## src/shared/srr_pkg.sv

```systemverilog
// constants for the serial clock/calendar block with its scratch memory
// assumes a 10 MHz system clock and synchronous pin inputs
package srr_pkg;
    localparam int CLK_HZ = 10_000_000;
    // serial address map, six address bits
    localparam logic [5:0] RAM_LAST = 6'h1f;
    localparam logic [5:0] TIME_BASE = 6'h20;
    localparam logic [5:0] ALM_BASE = 6'h27;
    localparam logic [5:0] MAP_LAST = 6'h29;
    localparam int WR_BIT = 7;
    localparam int NUM_TIME = 7;
    localparam int NUM_ALM = 3;
    localparam int NUM_RAM = 32;
    // calendar field indexes
    localparam int R_SEC = 0;
    localparam int R_MIN = 1;
    localparam int R_HOUR = 2;
    localparam int R_DOW = 3;
    localparam int R_DATE = 4;
    localparam int R_MON = 5;
    localparam int R_YEAR = 6;
    localparam int HR_PM_BIT = 5;
    // reset values of the calendar fields
    localparam logic [7:0] RST_ZERO = 8'h00;
    localparam logic [7:0] RST_ONE = 8'h01;
    localparam logic [7:0] HR12_RST = 8'h12;
    // bcd limits
    localparam logic [7:0] MAX_SEC = 8'h59;
    localparam logic [7:0] MAX_HR24 = 8'h23;
    localparam logic [7:0] MAX_DOW = 8'h07;
    localparam logic [7:0] MAX_MON = 8'h12;
    localparam logic [7:0] MAX_YEAR = 8'h99;
    // time base terminal counts
    localparam logic [15:0] LINE_50 = 16'h0032;
    localparam logic [15:0] LINE_60 = 16'h003c;
    localparam int XTAL_DIV = 32768;
    // interrupt flag positions
    localparam int F_ALM = 0;
    localparam int F_PER = 1;
    localparam int F_PWR = 2;
    // watchdog window and host reset pulse
    localparam int WDOG_MS = 10;
    localparam int WDOG_CYC = CLK_HZ / 1000 * WDOG_MS;
    localparam int HRST_US = 10;
    localparam int HRST_CYC = CLK_HZ / 1_000_000 * HRST_US;
    // write buffer shape: address and data byte
    localparam int FIFO_W = 14;
    localparam int FIFO_D = 16;
    typedef enum logic [1:0] {
        ST_RUN = 2'b01,
        ST_PDN = 2'b10
    } srr_st_t;
endpackage

```

## src/rtl/srr_fifo.sv

```systemverilog
// small synchronous fifo holding serial writes until applied
// assumes one clock and a synchronous active high reset
`timescale 1ns/1ps
module srr_fifo #(
    parameter int W = 14,
    parameter int D = 16
) (
    input wire logic clock_i,
    input wire logic rst_i,
    input wire logic in_valid_i,
    output logic in_ready_o,
    input wire logic [W-1:0] in_data_i,
    output logic out_valid_o,
    input wire logic out_ready_i,
    output logic [W-1:0] out_data_o
);
    localparam int AW = (D > 1) ? $clog2(D) : 1;
    typedef struct packed {
        logic [D-1:0][W-1:0] mem;
        logic [AW-1:0] rp;
        logic [AW-1:0] wp;
        logic [AW:0] cnt;
    } srr_fifo_st_t;
    srr_fifo_st_t s_ff;
    srr_fifo_st_t nxt_s;
    logic push;
    logic pop;

    generate
        if (D < 2 || (D & (D - 1)) != 0 || W < 1)
        begin : g_bad
            $error("fifo depth must be a power of two");
        end
    endgenerate

    // handshakes from the fill level
    assign in_ready_o = (s_ff.cnt != D[AW:0]);
    assign out_valid_o = (s_ff.cnt != '0);
    assign out_data_o = s_ff.mem[s_ff.rp];
    assign push = in_valid_i && in_ready_o;
    assign pop = out_valid_o && out_ready_i;

    // pointer and count update
    always_comb
    begin
        nxt_s = s_ff;
        if (push)
        begin
            nxt_s.mem[s_ff.wp] = in_data_i;
            nxt_s.wp = s_ff.wp + 1'b1;
        end
        if (pop)
        begin
            nxt_s.rp = s_ff.rp + 1'b1;
        end
        if (push && !pop)
        begin
            nxt_s.cnt = s_ff.cnt + 1'b1;
        end
        else if (pop && !push)
        begin
            nxt_s.cnt = s_ff.cnt - 1'b1;
        end
    end

    // state register
    always_ff @(posedge clock_i)
    begin
        if (rst_i)
        begin
            s_ff <= '0;
        end
        else
        begin
            s_ff <= nxt_s;
        end
    end
endmodule

```

## src/rtl/srr_top.sv

```systemverilog
// serial clock/calendar with scratch memory, alarm, power control
// assumes pins already synchronous to clock_i; three-state data out
`timescale 1ns/1ps
// Contract
// - thirty-two bytes of scratch memory reachable over the serial port
// - one start address, then each further byte advances the location
// - time base chosen between crystal input and 50/60 Hz line input
// - one interrupt output for alarm, periodic and power-sense events
// - alarm fires when seconds, minutes and hours match alarm values
// - with system power valid, alarm raises supply enable, starts power-up
// - setting the power-down control bit starts software power-down
// - power-down: host reset on, clock and supply low, serial ignored
// - leave power-down on power rising edge or new enabled interrupt while power is valid
// - missed toggle on enabled watchdog asserts host reset
// - calendar counts to year 99 in 12/24 hour form with leap years
// - all calendar values held and accepted in bcd
// - reset sets a first-time-up flag until time is written
// - reads return a frozen snapshot while timekeeping continues
// - buffered clock output derived from the time base
module srr_top #(
    parameter int XTAL_DIV = srr_pkg::XTAL_DIV,
    parameter int WDOG_CYC = srr_pkg::WDOG_CYC,
    parameter int HRST_CYC = srr_pkg::HRST_CYC
) (
    input wire logic clock_i,
    input wire logic rst_i,
    input wire logic sck_i,
    input wire logic mosi_i,
    input wire logic ss_i,
    output logic miso_o,
    output logic miso_oe_n_o,
    input wire logic xtal_i,
    input wire logic line_i,
    input wire logic line_sel_i,
    input wire logic line_60hz_i,
    input wire logic hour_12_i,
    input wire logic [2:0] int_en_i,
    input wire logic [1:0] per_rate_i,
    input wire logic [2:0] int_clear_i,
    input wire logic wdog_en_i,
    input wire logic power_down_i,
    input wire logic system_power_sense_i,
    output logic irq_o,
    output logic [2:0] int_flags_o,
    output logic host_reset_o,
    output logic supply_enable_o,
    output logic buffered_clock_o,
    output logic first_up_o,
    output logic wr_overrun_o
);
    typedef struct packed {
        srr_pkg::srr_st_t st;
        logic [srr_pkg::NUM_RAM-1:0][7:0] ram;
        logic [srr_pkg::NUM_TIME-1:0][7:0] tm;
        logic [srr_pkg::NUM_TIME-1:0][7:0] snap;
        logic [srr_pkg::NUM_ALM-1:0][7:0] alm;
        logic [15:0] div;
        logic base_q;
        logic sck_q;
        logic ss_q;
        logic sys_q;
        logic [7:0] sh;
        logic [7:0] tx;
        logic [2:0] bitc;
        logic [5:0] addr;
        logic first;
        logic wr;
        logic miso;
        logic oe_n;
        logic [2:0] flags;
        logic irq;
        logic [19:0] wdog;
        logic [7:0] hrst;
        logic hreset;
        logic supply;
        logic clk_out;
        logic first_up;
        logic overrun;
    } srr_st_t;

    srr_st_t s_ff;
    srr_st_t nxt_s;
    logic fifo_in_valid;
    logic fifo_in_ready;
    logic [srr_pkg::FIFO_W-1:0] fifo_in_data;
    logic fifo_out_valid;
    logic fifo_out_ready;
    logic [srr_pkg::FIFO_W-1:0] fifo_out_data;

    generate
        if (XTAL_DIV < 2 || XTAL_DIV > 65535 || WDOG_CYC < 2 ||
            WDOG_CYC > 1048575 || HRST_CYC < 1 || HRST_CYC > 255)
        begin : g_bad
            $error("count parameter out of range");
        end
    endgenerate

    // bcd increment with wrap; returns carry and next value
    function automatic logic [8:0] bcd_inc(input logic [7:0] v,
        input logic [7:0] lo, input logic [7:0] hi);
        if (v >= hi)
        begin
            bcd_inc = {1'b1, lo};
        end
        else if (v[3:0] >= 4'h9)
        begin
            bcd_inc = {1'b0, v[7:4] + 4'h1, 4'h0};
        end
        else
        begin
            bcd_inc = {1'b0, v[7:4], v[3:0] + 4'h1};
        end
    endfunction

    // last date of a month, february from a bcd year
    function automatic logic [7:0] month_end(input logic [7:0] mon,
        input logic [7:0] yr);
        logic leap;
        leap = yr[4] ? (yr[3:0] == 4'h2 || yr[3:0] == 4'h6)
                     : (yr[3:0] == 4'h0 || yr[3:0] == 4'h4 ||
                        yr[3:0] == 4'h8);
        case (mon)
            8'h02: month_end = leap ? 8'h29 : 8'h28;
            8'h04, 8'h06, 8'h09, 8'h11: month_end = 8'h30;
            default: month_end = 8'h31;
        endcase
    endfunction

    // serial read data: memory, frozen calendar, alarm, else zero
    function automatic logic [7:0] rd_byte(input srr_st_t s,
        input logic [5:0] a);
        if (a <= srr_pkg::RAM_LAST)
        begin
            rd_byte = s.ram[a[4:0]];
        end
        else if (a < srr_pkg::ALM_BASE)
        begin
            rd_byte = s.snap[3'(a - srr_pkg::TIME_BASE)];
        end
        else if (a <= srr_pkg::MAP_LAST)
        begin
            rd_byte = s.alm[2'(a - srr_pkg::ALM_BASE)];
        end
        else
        begin
            rd_byte = srr_pkg::RST_ZERO;
        end
    endfunction

    // writes wait here; draining stalls on calendar update cycles
    srr_fifo #(
        .W(srr_pkg::FIFO_W),
        .D(srr_pkg::FIFO_D)
    ) u_fifo (
        .clock_i(clock_i),
        .rst_i(rst_i),
        .in_valid_i(fifo_in_valid),
        .in_ready_o(fifo_in_ready),
        .in_data_i(fifo_in_data),
        .out_valid_o(fifo_out_valid),
        .out_ready_i(fifo_out_ready),
        .out_data_o(fifo_out_data)
    );

    // next state of the whole block
    always_comb
    begin
        logic base;
        logic base_edge;
        logic [15:0] term;
        logic tick;
        logic [8:0] r;
        logic [7:0] hr;
        logic c_min;
        logic c_hr;
        logic c_day;
        logic c_mon;
        logic [3:0] carries;
        logic [2:0] set;
        logic run;
        logic sck_rise;
        logic sck_fall;
        logic [7:0] byte_in;
        logic [5:0] a;
        base = 1'b0;
        base_edge = 1'b0;
        term = 16'h0000;
        tick = 1'b0;
        r = 9'h000;
        hr = 8'h00;
        c_min = 1'b0;
        c_hr = 1'b0;
        c_day = 1'b0;
        c_mon = 1'b0;
        carries = 4'h0;
        set = 3'b000;
        byte_in = 8'h00;
        a = 6'h00;
        sck_rise = sck_i && !s_ff.sck_q;
        sck_fall = !sck_i && s_ff.sck_q;
        fifo_in_valid = 1'b0;
        fifo_in_data = '0;
        nxt_s = s_ff;
        run = (s_ff.st == srr_pkg::ST_RUN);
        nxt_s.sck_q = sck_i;
        nxt_s.ss_q = ss_i;
        nxt_s.sys_q = system_power_sense_i;
        nxt_s.overrun = 1'b0;

        // time base select and divide to one second
        base = line_sel_i ? line_i : xtal_i;
        nxt_s.base_q = base;
        base_edge = base && !s_ff.base_q;
        term = line_sel_i ? (line_60hz_i ? srr_pkg::LINE_60
                                         : srr_pkg::LINE_50)
                          : 16'(XTAL_DIV);
        if (base_edge)
        begin
            if (s_ff.div >= term - 16'h0001)
            begin
                nxt_s.div = 16'h0000;
                tick = 1'b1;
            end
            else
            begin
                nxt_s.div = s_ff.div + 16'h0001;
            end
        end

        // buffered clock is half the time base, low when powered down
        if (!run || power_down_i)
        begin
            nxt_s.clk_out = 1'b0;
        end
        else if (base_edge)
        begin
            nxt_s.clk_out = !s_ff.clk_out;
        end

        // bcd calendar roll-over chain
        if (tick)
        begin
            r = bcd_inc(s_ff.tm[srr_pkg::R_SEC], srr_pkg::RST_ZERO,
                        srr_pkg::MAX_SEC);
            nxt_s.tm[srr_pkg::R_SEC] = r[7:0];
            c_min = r[8];
        end
        if (c_min)
        begin
            r = bcd_inc(s_ff.tm[srr_pkg::R_MIN], srr_pkg::RST_ZERO,
                        srr_pkg::MAX_SEC);
            nxt_s.tm[srr_pkg::R_MIN] = r[7:0];
            c_hr = r[8];
        end
        if (c_hr)
        begin
            hr = s_ff.tm[srr_pkg::R_HOUR];
            if (!hour_12_i)
            begin
                r = bcd_inc(hr, srr_pkg::RST_ZERO, srr_pkg::MAX_HR24);
                nxt_s.tm[srr_pkg::R_HOUR] = r[7:0];
                c_day = r[8];
            end
            else if (hr[4:0] == 5'h11)
            begin
                // eleven to twelve flips am/pm; pm to am is a new day
                nxt_s.tm[srr_pkg::R_HOUR] = {2'b00, !hr[srr_pkg::HR_PM_BIT],
                                             5'h12};
                c_day = hr[srr_pkg::HR_PM_BIT];
            end
            else
            begin
                r = bcd_inc({3'b000, hr[4:0]}, srr_pkg::RST_ONE,
                            srr_pkg::HR12_RST);
                nxt_s.tm[srr_pkg::R_HOUR] = {2'b00, hr[srr_pkg::HR_PM_BIT],
                                             r[4:0]};
            end
        end
        if (c_day)
        begin
            r = bcd_inc(s_ff.tm[srr_pkg::R_DOW], srr_pkg::RST_ONE,
                        srr_pkg::MAX_DOW);
            nxt_s.tm[srr_pkg::R_DOW] = r[7:0];
            r = bcd_inc(s_ff.tm[srr_pkg::R_DATE], srr_pkg::RST_ONE,
                        month_end(s_ff.tm[srr_pkg::R_MON],
                                  s_ff.tm[srr_pkg::R_YEAR]));
            nxt_s.tm[srr_pkg::R_DATE] = r[7:0];
            c_mon = r[8];
        end
        if (c_mon)
        begin
            r = bcd_inc(s_ff.tm[srr_pkg::R_MON], srr_pkg::RST_ONE,
                        srr_pkg::MAX_MON);
            nxt_s.tm[srr_pkg::R_MON] = r[7:0];
            if (r[8])
            begin
                r = bcd_inc(s_ff.tm[srr_pkg::R_YEAR], srr_pkg::RST_ZERO,
                            srr_pkg::MAX_YEAR);
                nxt_s.tm[srr_pkg::R_YEAR] = r[7:0];
            end
        end

        // event sources: alarm match, periodic rate, power loss
        if (tick && nxt_s.tm[2:0] == s_ff.alm)
        begin
            set[srr_pkg::F_ALM] = 1'b1;
        end
        carries = {c_day, c_hr, c_min, tick};
        set[srr_pkg::F_PER] = carries[per_rate_i];
        set[srr_pkg::F_PWR] = s_ff.sys_q && !system_power_sense_i;
        // set wins over a clear in the same cycle
        nxt_s.flags = (s_ff.flags & ~int_clear_i) | set;
        nxt_s.irq = |(nxt_s.flags & int_en_i);

        // power-down entry and exit
        case (s_ff.st)
            srr_pkg::ST_RUN:
            begin
                if (power_down_i)
                begin
                    nxt_s.st = srr_pkg::ST_PDN;
                end
            end
            srr_pkg::ST_PDN:
            begin
                if ((system_power_sense_i && !s_ff.sys_q) ||
                    (system_power_sense_i && |(set & int_en_i)))
                begin
                    nxt_s.st = srr_pkg::ST_RUN;
                end
            end
            default: nxt_s.st = srr_pkg::ST_RUN;
        endcase
        nxt_s.supply = (nxt_s.st == srr_pkg::ST_RUN);

        // watchdog fed by any slave-select change
        if (!wdog_en_i || !run || ss_i != s_ff.ss_q)
        begin
            nxt_s.wdog = 20'h00000;
        end
        else if (s_ff.wdog >= 20'(WDOG_CYC - 1))
        begin
            nxt_s.wdog = 20'h00000;
            nxt_s.hrst = 8'(HRST_CYC);
        end
        else
        begin
            nxt_s.wdog = s_ff.wdog + 20'h00001;
        end
        if (s_ff.hrst != 8'h00)
        begin
            nxt_s.hrst = s_ff.hrst - 8'h01;
        end
        nxt_s.hreset = (nxt_s.st == srr_pkg::ST_PDN) ||
                       (nxt_s.hrst != 8'h00);

        // serial port: sample on rise, shift out on fall
        if (!run || !ss_i)
        begin
            nxt_s.bitc = 3'h0;
            nxt_s.first = 1'b1;
            nxt_s.oe_n = 1'b1;
            nxt_s.miso = 1'b0;
        end
        else
        begin
            if (!s_ff.ss_q)
            begin
                nxt_s.snap = s_ff.tm;
            end
            if (sck_rise)
            begin
                byte_in = {s_ff.sh[6:0], mosi_i};
                nxt_s.sh = byte_in;
                nxt_s.bitc = s_ff.bitc + 3'h1;
                if (s_ff.bitc == 3'h7)
                begin
                    a = s_ff.first ? byte_in[5:0] : s_ff.addr + 6'h01;
                    nxt_s.first = 1'b0;
                    nxt_s.addr = a;
                    if (s_ff.first)
                    begin
                        nxt_s.wr = byte_in[srr_pkg::WR_BIT];
                    end
                    if (s_ff.first ? !byte_in[srr_pkg::WR_BIT] : !s_ff.wr)
                    begin
                        nxt_s.tx = rd_byte(s_ff, a);
                    end
                    if (!s_ff.first && s_ff.wr)
                    begin
                        nxt_s.addr = s_ff.addr + 6'h01;
                        fifo_in_valid = 1'b1;
                        fifo_in_data = {s_ff.addr, byte_in};
                        nxt_s.overrun = !fifo_in_ready;
                    end
                end
            end
            if (sck_fall && !s_ff.first && !s_ff.wr)
            begin
                nxt_s.oe_n = 1'b0;
                nxt_s.miso = s_ff.tx[7];
                nxt_s.tx = {s_ff.tx[6:0], 1'b0};
            end
        end

        // apply one buffered write when the calendar is idle
        fifo_out_ready = !tick;
        if (fifo_out_valid && !tick)
        begin
            a = fifo_out_data[13:8];
            if (a <= srr_pkg::RAM_LAST)
            begin
                nxt_s.ram[a[4:0]] = fifo_out_data[7:0];
            end
            else if (a < srr_pkg::ALM_BASE)
            begin
                nxt_s.tm[3'(a - srr_pkg::TIME_BASE)] =
                    fifo_out_data[7:0];
                nxt_s.first_up = 1'b0;
            end
            else if (a <= srr_pkg::MAP_LAST)
            begin
                nxt_s.alm[2'(a - srr_pkg::ALM_BASE)] = fifo_out_data[7:0];
            end
        end
    end

    // state register with reset values
    always_ff @(posedge clock_i)
    begin
        if (rst_i)
        begin
            s_ff <= '0;
            s_ff.st <= srr_pkg::ST_RUN;
            s_ff.tm[srr_pkg::R_DOW] <= srr_pkg::RST_ONE;
            s_ff.tm[srr_pkg::R_DATE] <= srr_pkg::RST_ONE;
            s_ff.tm[srr_pkg::R_MON] <= srr_pkg::RST_ONE;
            s_ff.first <= 1'b1;
            s_ff.oe_n <= 1'b1;
            s_ff.supply <= 1'b1;
            s_ff.first_up <= 1'b1;
        end
        else
        begin
            s_ff <= nxt_s;
        end
    end

    // outputs straight from the state register
    assign miso_o = s_ff.miso;
    assign miso_oe_n_o = s_ff.oe_n;
    assign irq_o = s_ff.irq;
    assign int_flags_o = s_ff.flags;
    assign host_reset_o = s_ff.hreset;
    assign supply_enable_o = s_ff.supply;
    assign buffered_clock_o = s_ff.clk_out;
    assign first_up_o = s_ff.first_up;
    assign wr_overrun_o = s_ff.overrun;
endmodule

```

## config.mk

```make
export PLATFORM = sky130hd
export DESIGN_NAME = srr_top
export DESIGN_NICKNAME = d
export VERILOG_FILES = /design/src/shared/srr_pkg.sv /design/src/rtl/srr_fifo.sv /design/src/rtl/srr_top.sv
export SDC_FILE = /design/constraint.sdc
export NUM_CORES = 2
export LEC_CHECK = 0
export ABC_AREA = 1
export BUFFER_PORTS_ARGS = -buffer_cell sky130_fd_sc_hd__buf_2
export CAP_MARGIN = 20
export CELL_PAD_IN_SITES_DETAIL_PLACEMENT = 2
export CELL_PAD_IN_SITES_GLOBAL_PLACEMENT = 2
export CORE_MARGIN = 4
export CORE_UTILIZATION = 38
export CTS_CLUSTER_DIAMETER = 50
export DETAILED_ROUTE_END_ITERATION = 10
export PLACE_DENSITY_LB_ADDON = 0.1
export SETUP_SLACK_MARGIN = 0.15
export SLEW_MARGIN = 20
export SYNTH_ARGS = -nofsm -noshare
export SYNTH_HDL_FRONTEND = slang
export SYNTH_SLANG_ARGS = --single-unit
```

## constraint.sdc

```tcl
create_clock -name clock_i -period 3.54 [get_ports clock_i]
set_clock_uncertainty 0.1 [all_clocks]
set_input_delay 0.177 -clock clock_i [delete_from_list [all_inputs] [get_ports clock_i]]
set_output_delay 0.177 -clock clock_i [all_outputs]
set_load 0.01 [all_outputs]
```

Yosys cells after proc, flatten, opt, wreduce, memory -nomap -nowiden
Cells that the tools add are included.
W data, S select, Z words.
{ "op_classes": {"n_addsub": 29, "mul": 0, "div": 0, "n_lt_le_gt_ge": 36, "n_eq_ne": 18, "n_shift": 0, "muxes": 95, "bitwise": 12, "reduce_logical": 68} }
{ "ops": {"columns": ["op", "count"], "rows": [
  ["$bwmux W256", 1],
  ["$mux W8", 31],
  ["$bwmux W224", 1],
  ["$mux W56", 3],
  ["$mux W14", 6],
  ["$add A4 B1 Y4 const B", 16],
  ["$mux W16", 4],
  ["$bmux W14 S4", 1],
  ["$bwmux W56", 1],
  ["$demux W14 S4", 1],
  ["$mux W9", 6],
  ["$bmux W8 S5", 1],
  ["$demux W8 S5", 1],
  ["$ge A4 B4 Y1 const B", 7],
  ["$bmux W8 S3", 1],
  ["$bwmux W24", 1],
  ["$demux W8 S3", 1],
  ["$eq A24 B24 Y1", 1],
  ["$add A20 B1 Y20 const B", 1],
  ["$ge A20 B17 Y1 const B", 1],
  ["$mux W5", 4],
  ["$mux W1", 19],
  ["$mux W19", 1],
  ["$logic_and A1 B1 Y1", 18],
  ["other kinds (67)", 130]
]} }
{ "totals": {"register_bits": 716, "latchBits": 0, "mem_bits_rw": 0, "rom_bits": 0, "elab_cells": 349, "n_memories": 0} }

Longest topological paths before layout
{ "depth": {"ltp_word": 20, "depth_mapped": 29} }

Hierarchy
A second synthesis with hierarchy kept.
{ "unflattened": {"cells_unflattened": 5412, "area_unflattened_um2": 36216.0} }
{ "modules_own_cells": {"columns": ["module", "n_inst", "cells_per_inst", "area_each_um2", "seq_area_each_um2"], "rows": [
  ["srr_top", 1, 3345, 23626.4, 9589.2],
  ["srr_fifo", 1, 2067, 12589.6, 4744.6]
]} }

Least setup slack after synthesis
OpenSTA, ideal clock, no wires.
{ "synth_path": {"path_type": "input port to flip-flop", "start": "in line_sel_i", "end": "reg u_fifo.s_ff[4] (netlist name)", "arrival_time_ps": 2912, "required_time_ps": 3321, "slack_ps": 409, "path_stages": 20, "n_path_buf": 0, "path_cell_list": "inv_1 > ha_1 > inv_1 > ha_1 > nand2_1 > nor3_1 > nand2_1 > nand2_4 > nand2_2 > nand2_2 > ha_1 > inv_1 > fa_1 > a21o_1 > a21oi_1 > nor2_1 > nor2_1 > nand2_1 > o21ai_0 > a21oi_1"} }
{ "synth_between": {"elab_chain_len": 10} }
{ "synth_lines": {"columns": ["element", "line_no", "rtl"], "rows": [
  ["from (decl)", "srr_top.sv:34", "input wire logic line_sel_i,"],
  ["$mux W16", "srr_top.sv:214", "term = line_sel_i ? (line_60hz_i ? srr_pkg::LINE_60"],
  ["$sub A16 B1 Y16", "srr_top.sv:219", "if (s_ff.div >= term - 16'h0001)"],
  ["$ge A16 B16 Y1", "srr_top.sv:219", null],
  ["$mux W1", "srr_top.sv:219", null],
  ["$mux W1 (*)", "srr_top.sv:217", "if (base_edge)"],
  ["$logic_not A1 Y1 (*)", "srr_top.sv:407", "fifo_out_ready = !tick;"],
  ["$logic_and A1 B1 Y1 (*)", "srr_fifo.sv:41", "assign pop = out_valid_o && out_ready_i;"],
  ["$logic_not A1 Y1", "srr_fifo.sv:56", "if (push && !pop)"],
  ["$logic_and A1 B1 Y1", "srr_fifo.sv:56", null],
  ["$mux W5 or $reduce_bool A2 Y1 (tied branches)", null, null],
  ["to (signal assigned)", "srr_fifo.sv:75", "s_ff <= nxt_s;"],
  ["to (decl)", "srr_fifo.sv:24", "srr_fifo_st_t s_ff;"]
]} }
Every way passes the cells marked *; elsewhere a longest branch is shown, timed or not.
A chain may end at the register's enable or synchronous reset.

Worst setup path in the final report
{ "layout_path": {"start": "reg u_fifo.s_ff[9] (netlist name)", "end": "reg s_ff[369]"} }
{ "layout_between": {"elab_chain_len": 7} }
{ "layout_lines": {"columns": ["element", "line_no", "rtl"], "rows": [
  ["$bmux W14 S4 (*)", "srr_fifo.sv:39", "assign out_data_o = s_ff.mem[s_ff.rp];"],
  ["$mux W14 (not written as such) (*)", "srr_fifo.sv:39", null],
  ["$lt A5 B6 Y1 (not written as such) or $ge A5 B1 Y1 (tied branches)", "srr_top.sv:413", "nxt_s.ram[a[4:0]] = fifo_out_data[7:0];"],
  ["$logic_and A1 B1 Y1 (not written as such)", "srr_top.sv:413", null],
  ["$mux W8 (not written as such)", "srr_top.sv:413", null],
  ["$demux W8 S5", "srr_top.sv:413", null],
  ["$bwmux W256", "srr_top.sv:413", null],
  ["to (signal assigned)", "srr_top.sv:445", "s_ff <= nxt_s;"],
  ["to (decl)", "srr_top.sv:81", "srr_st_t s_ff;"]
]} }
Every way passes the cells marked *; elsewhere a longest branch is shown, timed or not. The select of a mux whose other input is x is not followed.

==> summary.md <==
| Metric | Value |
|---|---|
| Initial antenna violation count | `1` |
| Hold Path Class | `in2reg` |
| Buf/Inv on CP | `8` |
| Final cell count without fillers | `5811` |
| GRT Overall Usage | `0.279` |
| WS Path Type | `reg2reg` |
| Max-cap violation count | `0` |
| CTS tree | `yes` |
| Synth unique cells | `73` |
| Count leader, synth | `o21ai_0` |
| CP Max Fanout | `27` |
| Detailed Route Iter0 Violations | `1837` |
| Layout cells sized above 1 | `0.135` |
| Final instance area | `0.0404 mm²` |
| Ant diodes | `0` |
| Worst stage delay on the critical path | `0.38 ns` |
| Max VDD drop | `0.436 mV` |
| DR vias/cell | `5.80` |
| Crit path cell chain | `inv_4 > buf_12 > buf_4 > nand2_1 > a221oi_1 > o21ai_1 > nand2_2 > buf_4 > inv_4 > nor2_2 > inv_2 > nor2_4 > inv_1 > nor2_2 > buf_6 > o21ai_0 > a31oi_1` |
| Hold Vio Cnt, Final | `0` |
| Die Width | `307 µm` |
| Final GP Congestion | `0.818` |
| Final Cycle Share | `0.935` |
| Fin. max-slew vios | `0` |
| Starting Density | `0.384` |
| Fmax | `0.302 GHz` |
| Final total power | `30.8 mW` |
| Leakage | `15.6 nW` |
| Pre-CTS WS | `-0.112 ns` |
| Post-synth EDFFs | `0` |
| Tightest Pin Transition | `0.870 ns` |
| Vias in the first global route | `36.1k` |
| CTS root buffer | `clkbuf_16` |
| Clock slew seen by the registers of the worst setup and hold paths | `0.06 ns` |
| Seq cells post-synth | `716` |
| Top-area cell type share of the netlist area | `0.422` |
| Final Worst Setup Slack | `0.228 ns` |
| CTS buffer count | `110` |
| Overflow after GRT | `0` |
| Internal reg-to-reg setup slack | `0.23 ns` |
| Layout area overhead | `18.9%` |
| Slowest library cell on the worst path | `dfxtp_4` |
| Min Clock Period, post-route | `3.31 ns` |
| Power Density | `762 mW/mm²` |
| Seq/Total Area, Yosys | `0.422` |
| WL/cell | `23.5 µm` |
| Synth Warn # | `0` |
| Ports | `32` |
| Yosys top cell by area | `dfxtp_1` |
| CP startpoint | `u_fifo.s_ff[9]` |
| Clock sinks | `716` |
| Avg Inst Size Synth | `7.50 µm²` |
| DP Area | `0.0355 mm²` |
| Drt drc | `0` |
| Via count | `33.7k` |
| Max-slew headroom | `0.420` |
| Most used flip-flop cell after synthesis | `dfxtp_1` |
| Mapped cell area | `0.0340 mm²` |
| Req. time, crit path | `4.05 ns` |
| Largest cells by area after synthesis | `dfxtp_1 (42%), o21ai_0 (12%), a21oi_1 (10%)` |
| Ys async rst share | `0` |
| Clock tree buffer depth | `3` |
| DP HPWL | `85800 µm` |
| First-pass DRT Iterations | `5` |
| Status | `finished clean` |
| Antenna-violating nets left | `0` |
| Hold path startpoint | `per_rate_i[0]` |
| Port Buffers | `31` |
| RSZ-0062 raised after global routing | `true` |
| Multi-input logic area | `0.0169 mm²` |
| Die ar. | `0.0942 mm²` |
| Worst hold slack | `0.132 ns` |
| Largest net degree at the start of global routing | `107` |
| Worst r2r src | `u_fifo.s_ff[9]` |
| Dpl cells | `5548` |
| Top post-synthesis cells by count | `o21ai_0 (806), dfxtp_1 (716), a21oi_1 (706)` |
| Worst setup SP type | `flip-flop` |
| Mapped Cells | `4530` |
| Critical Path Sink Type | `flip-flop` |
| Htree depth | `3` |
| Total Routed Length | `136000 µm` |
| Core Rows | `109` |
| Worst path arrival time | `3.82 ns` |
| Die Y | `307 µm` |
| Worst skew pair latency | `0.70 ns` |
| Crit path max-delay family | `buffers and inverters` |
| Register area | `0.0144 mm²` |
| Final setup fails | `0` |
| Core Footprint | `0.0885 mm²` |
| First-pass GRT wire length | `210000 µm` |
| Post-layout net count | `4657` |
| Layout fillers | `10.0k` |
-- final cells by class --
| type | count | area share |
|---|---|---|
| multi-input combinational | 3088 | 0.418 |
| sequential | 716 | 0.355 |
| clock buffer | 136 | 0.0756 |
| timing repair buffer | 238 | 0.0532 |
| inverter | 399 | 0.0379 |
| tap | 1165 | 0.0361 |
| clock inverter | 69 | 0.0238 |
-- registers in the layout, summed over array words and instances, names as in the netlist --
signal	count
wr_overrun_o	1
int_flags_o	3
host_reset_o	1
miso_o	1
first_up_o	1
supply_enable_o	1
buffered_clock_o	1
irq_o	1
miso_oe_n_o	1
s_ff	468
u_fifo.s_ff	237
-- cells by family after synthesis --
kind of cell	synth area share
flops	0.422
other cells	0.000110
buf+inv	0.0911
compound gates	0.298
fa+ha+maj	0.0308
xor+xnor	0.00593
simple gates	0.152
mux	0.000295
-- final timing paths --
check                                       end  cells after the start
worst max-delay path                  s_ff[369]                     17
worst min-delay path             int_flags_o[1]                      6
worst max register to register        s_ff[369]                     17
worst min register to register  u_fifo.s_ff[85]                      2
-- per-stage QoR --
stage	setup TNS, ns	util
final	0	0.456
after global routing	0	0.456
after CTS	0	0.450
after detailed placement	-0.185	0.401
after global placement	-0.00300	0.401
after floorplan	0	-
-- worst register-to-register path, stage by stage, from the launching register on --
cell      delay (ns)
dfxtp_4         0.38
inv_4           0.17
buf_12          0.21
buf_4           0.23
nand2_1         0.08
a221oi_1        0.33
o21ai_1         0.18
nand2_2         0.18
buf_4           0.15
inv_4           0.05
nor2_2          0.11
inv_2           0.16
nor2_4          0.15
inv_1           0.13
nor2_2          0.13
buf_6           0.19
o21ai_0         0.11
a31oi_1         0.19
-- per-layer routing --
layer,routed length [µm],up-vias,GRT usage
met5,0,-,0
met4,3960,0,0.0833
met3,4740,223,0.0377
met2,66700,578,0.489
met1,60900,17200,0.358
li1,-,15700,-
-- timing repair --
action | 4_1_cts | 5_1_grt
buffers inserted | 11 | 29
gates resized for setup | 13 | 87
endpoints found under the hold margin | 91 | 0
setup endpoints to repair | 89 | 118
hold buffers | 18 | 0
pin swaps | 7 | 27
-- report_power, final --
| part | internal, mW | total, mW | switching (mW) |
|---|---|---|---|
| registers | 8.88 | 9.48 | 0.605 |
| clock network | 7.47 | 11.8 | 4.34 |
| logic | 2.64 | 9.46 | 6.82 |
-- layout by cell type, fill, tap and decap left out, types with 19 or more instances in the layout --
cell and n:
inv_1 353, nor2_1 353, nand3_1 108, o211ai_1 26, buf_2 31, inv_2 30
nand4_1 33, clkbuf_16 112, a21oi_1 701, a221oi_1 43, o21ai_1 44, a31oi_1 114
buf_12 27, ha_1 78, o21ai_0 794, nor2_4 35, o22ai_1 22, nor3_1 28
nand2_1 448, dfxtp_1 705, xor2_1 19, nor2_2 23, buf_4 152
Power figures use the tool's default switching activity.
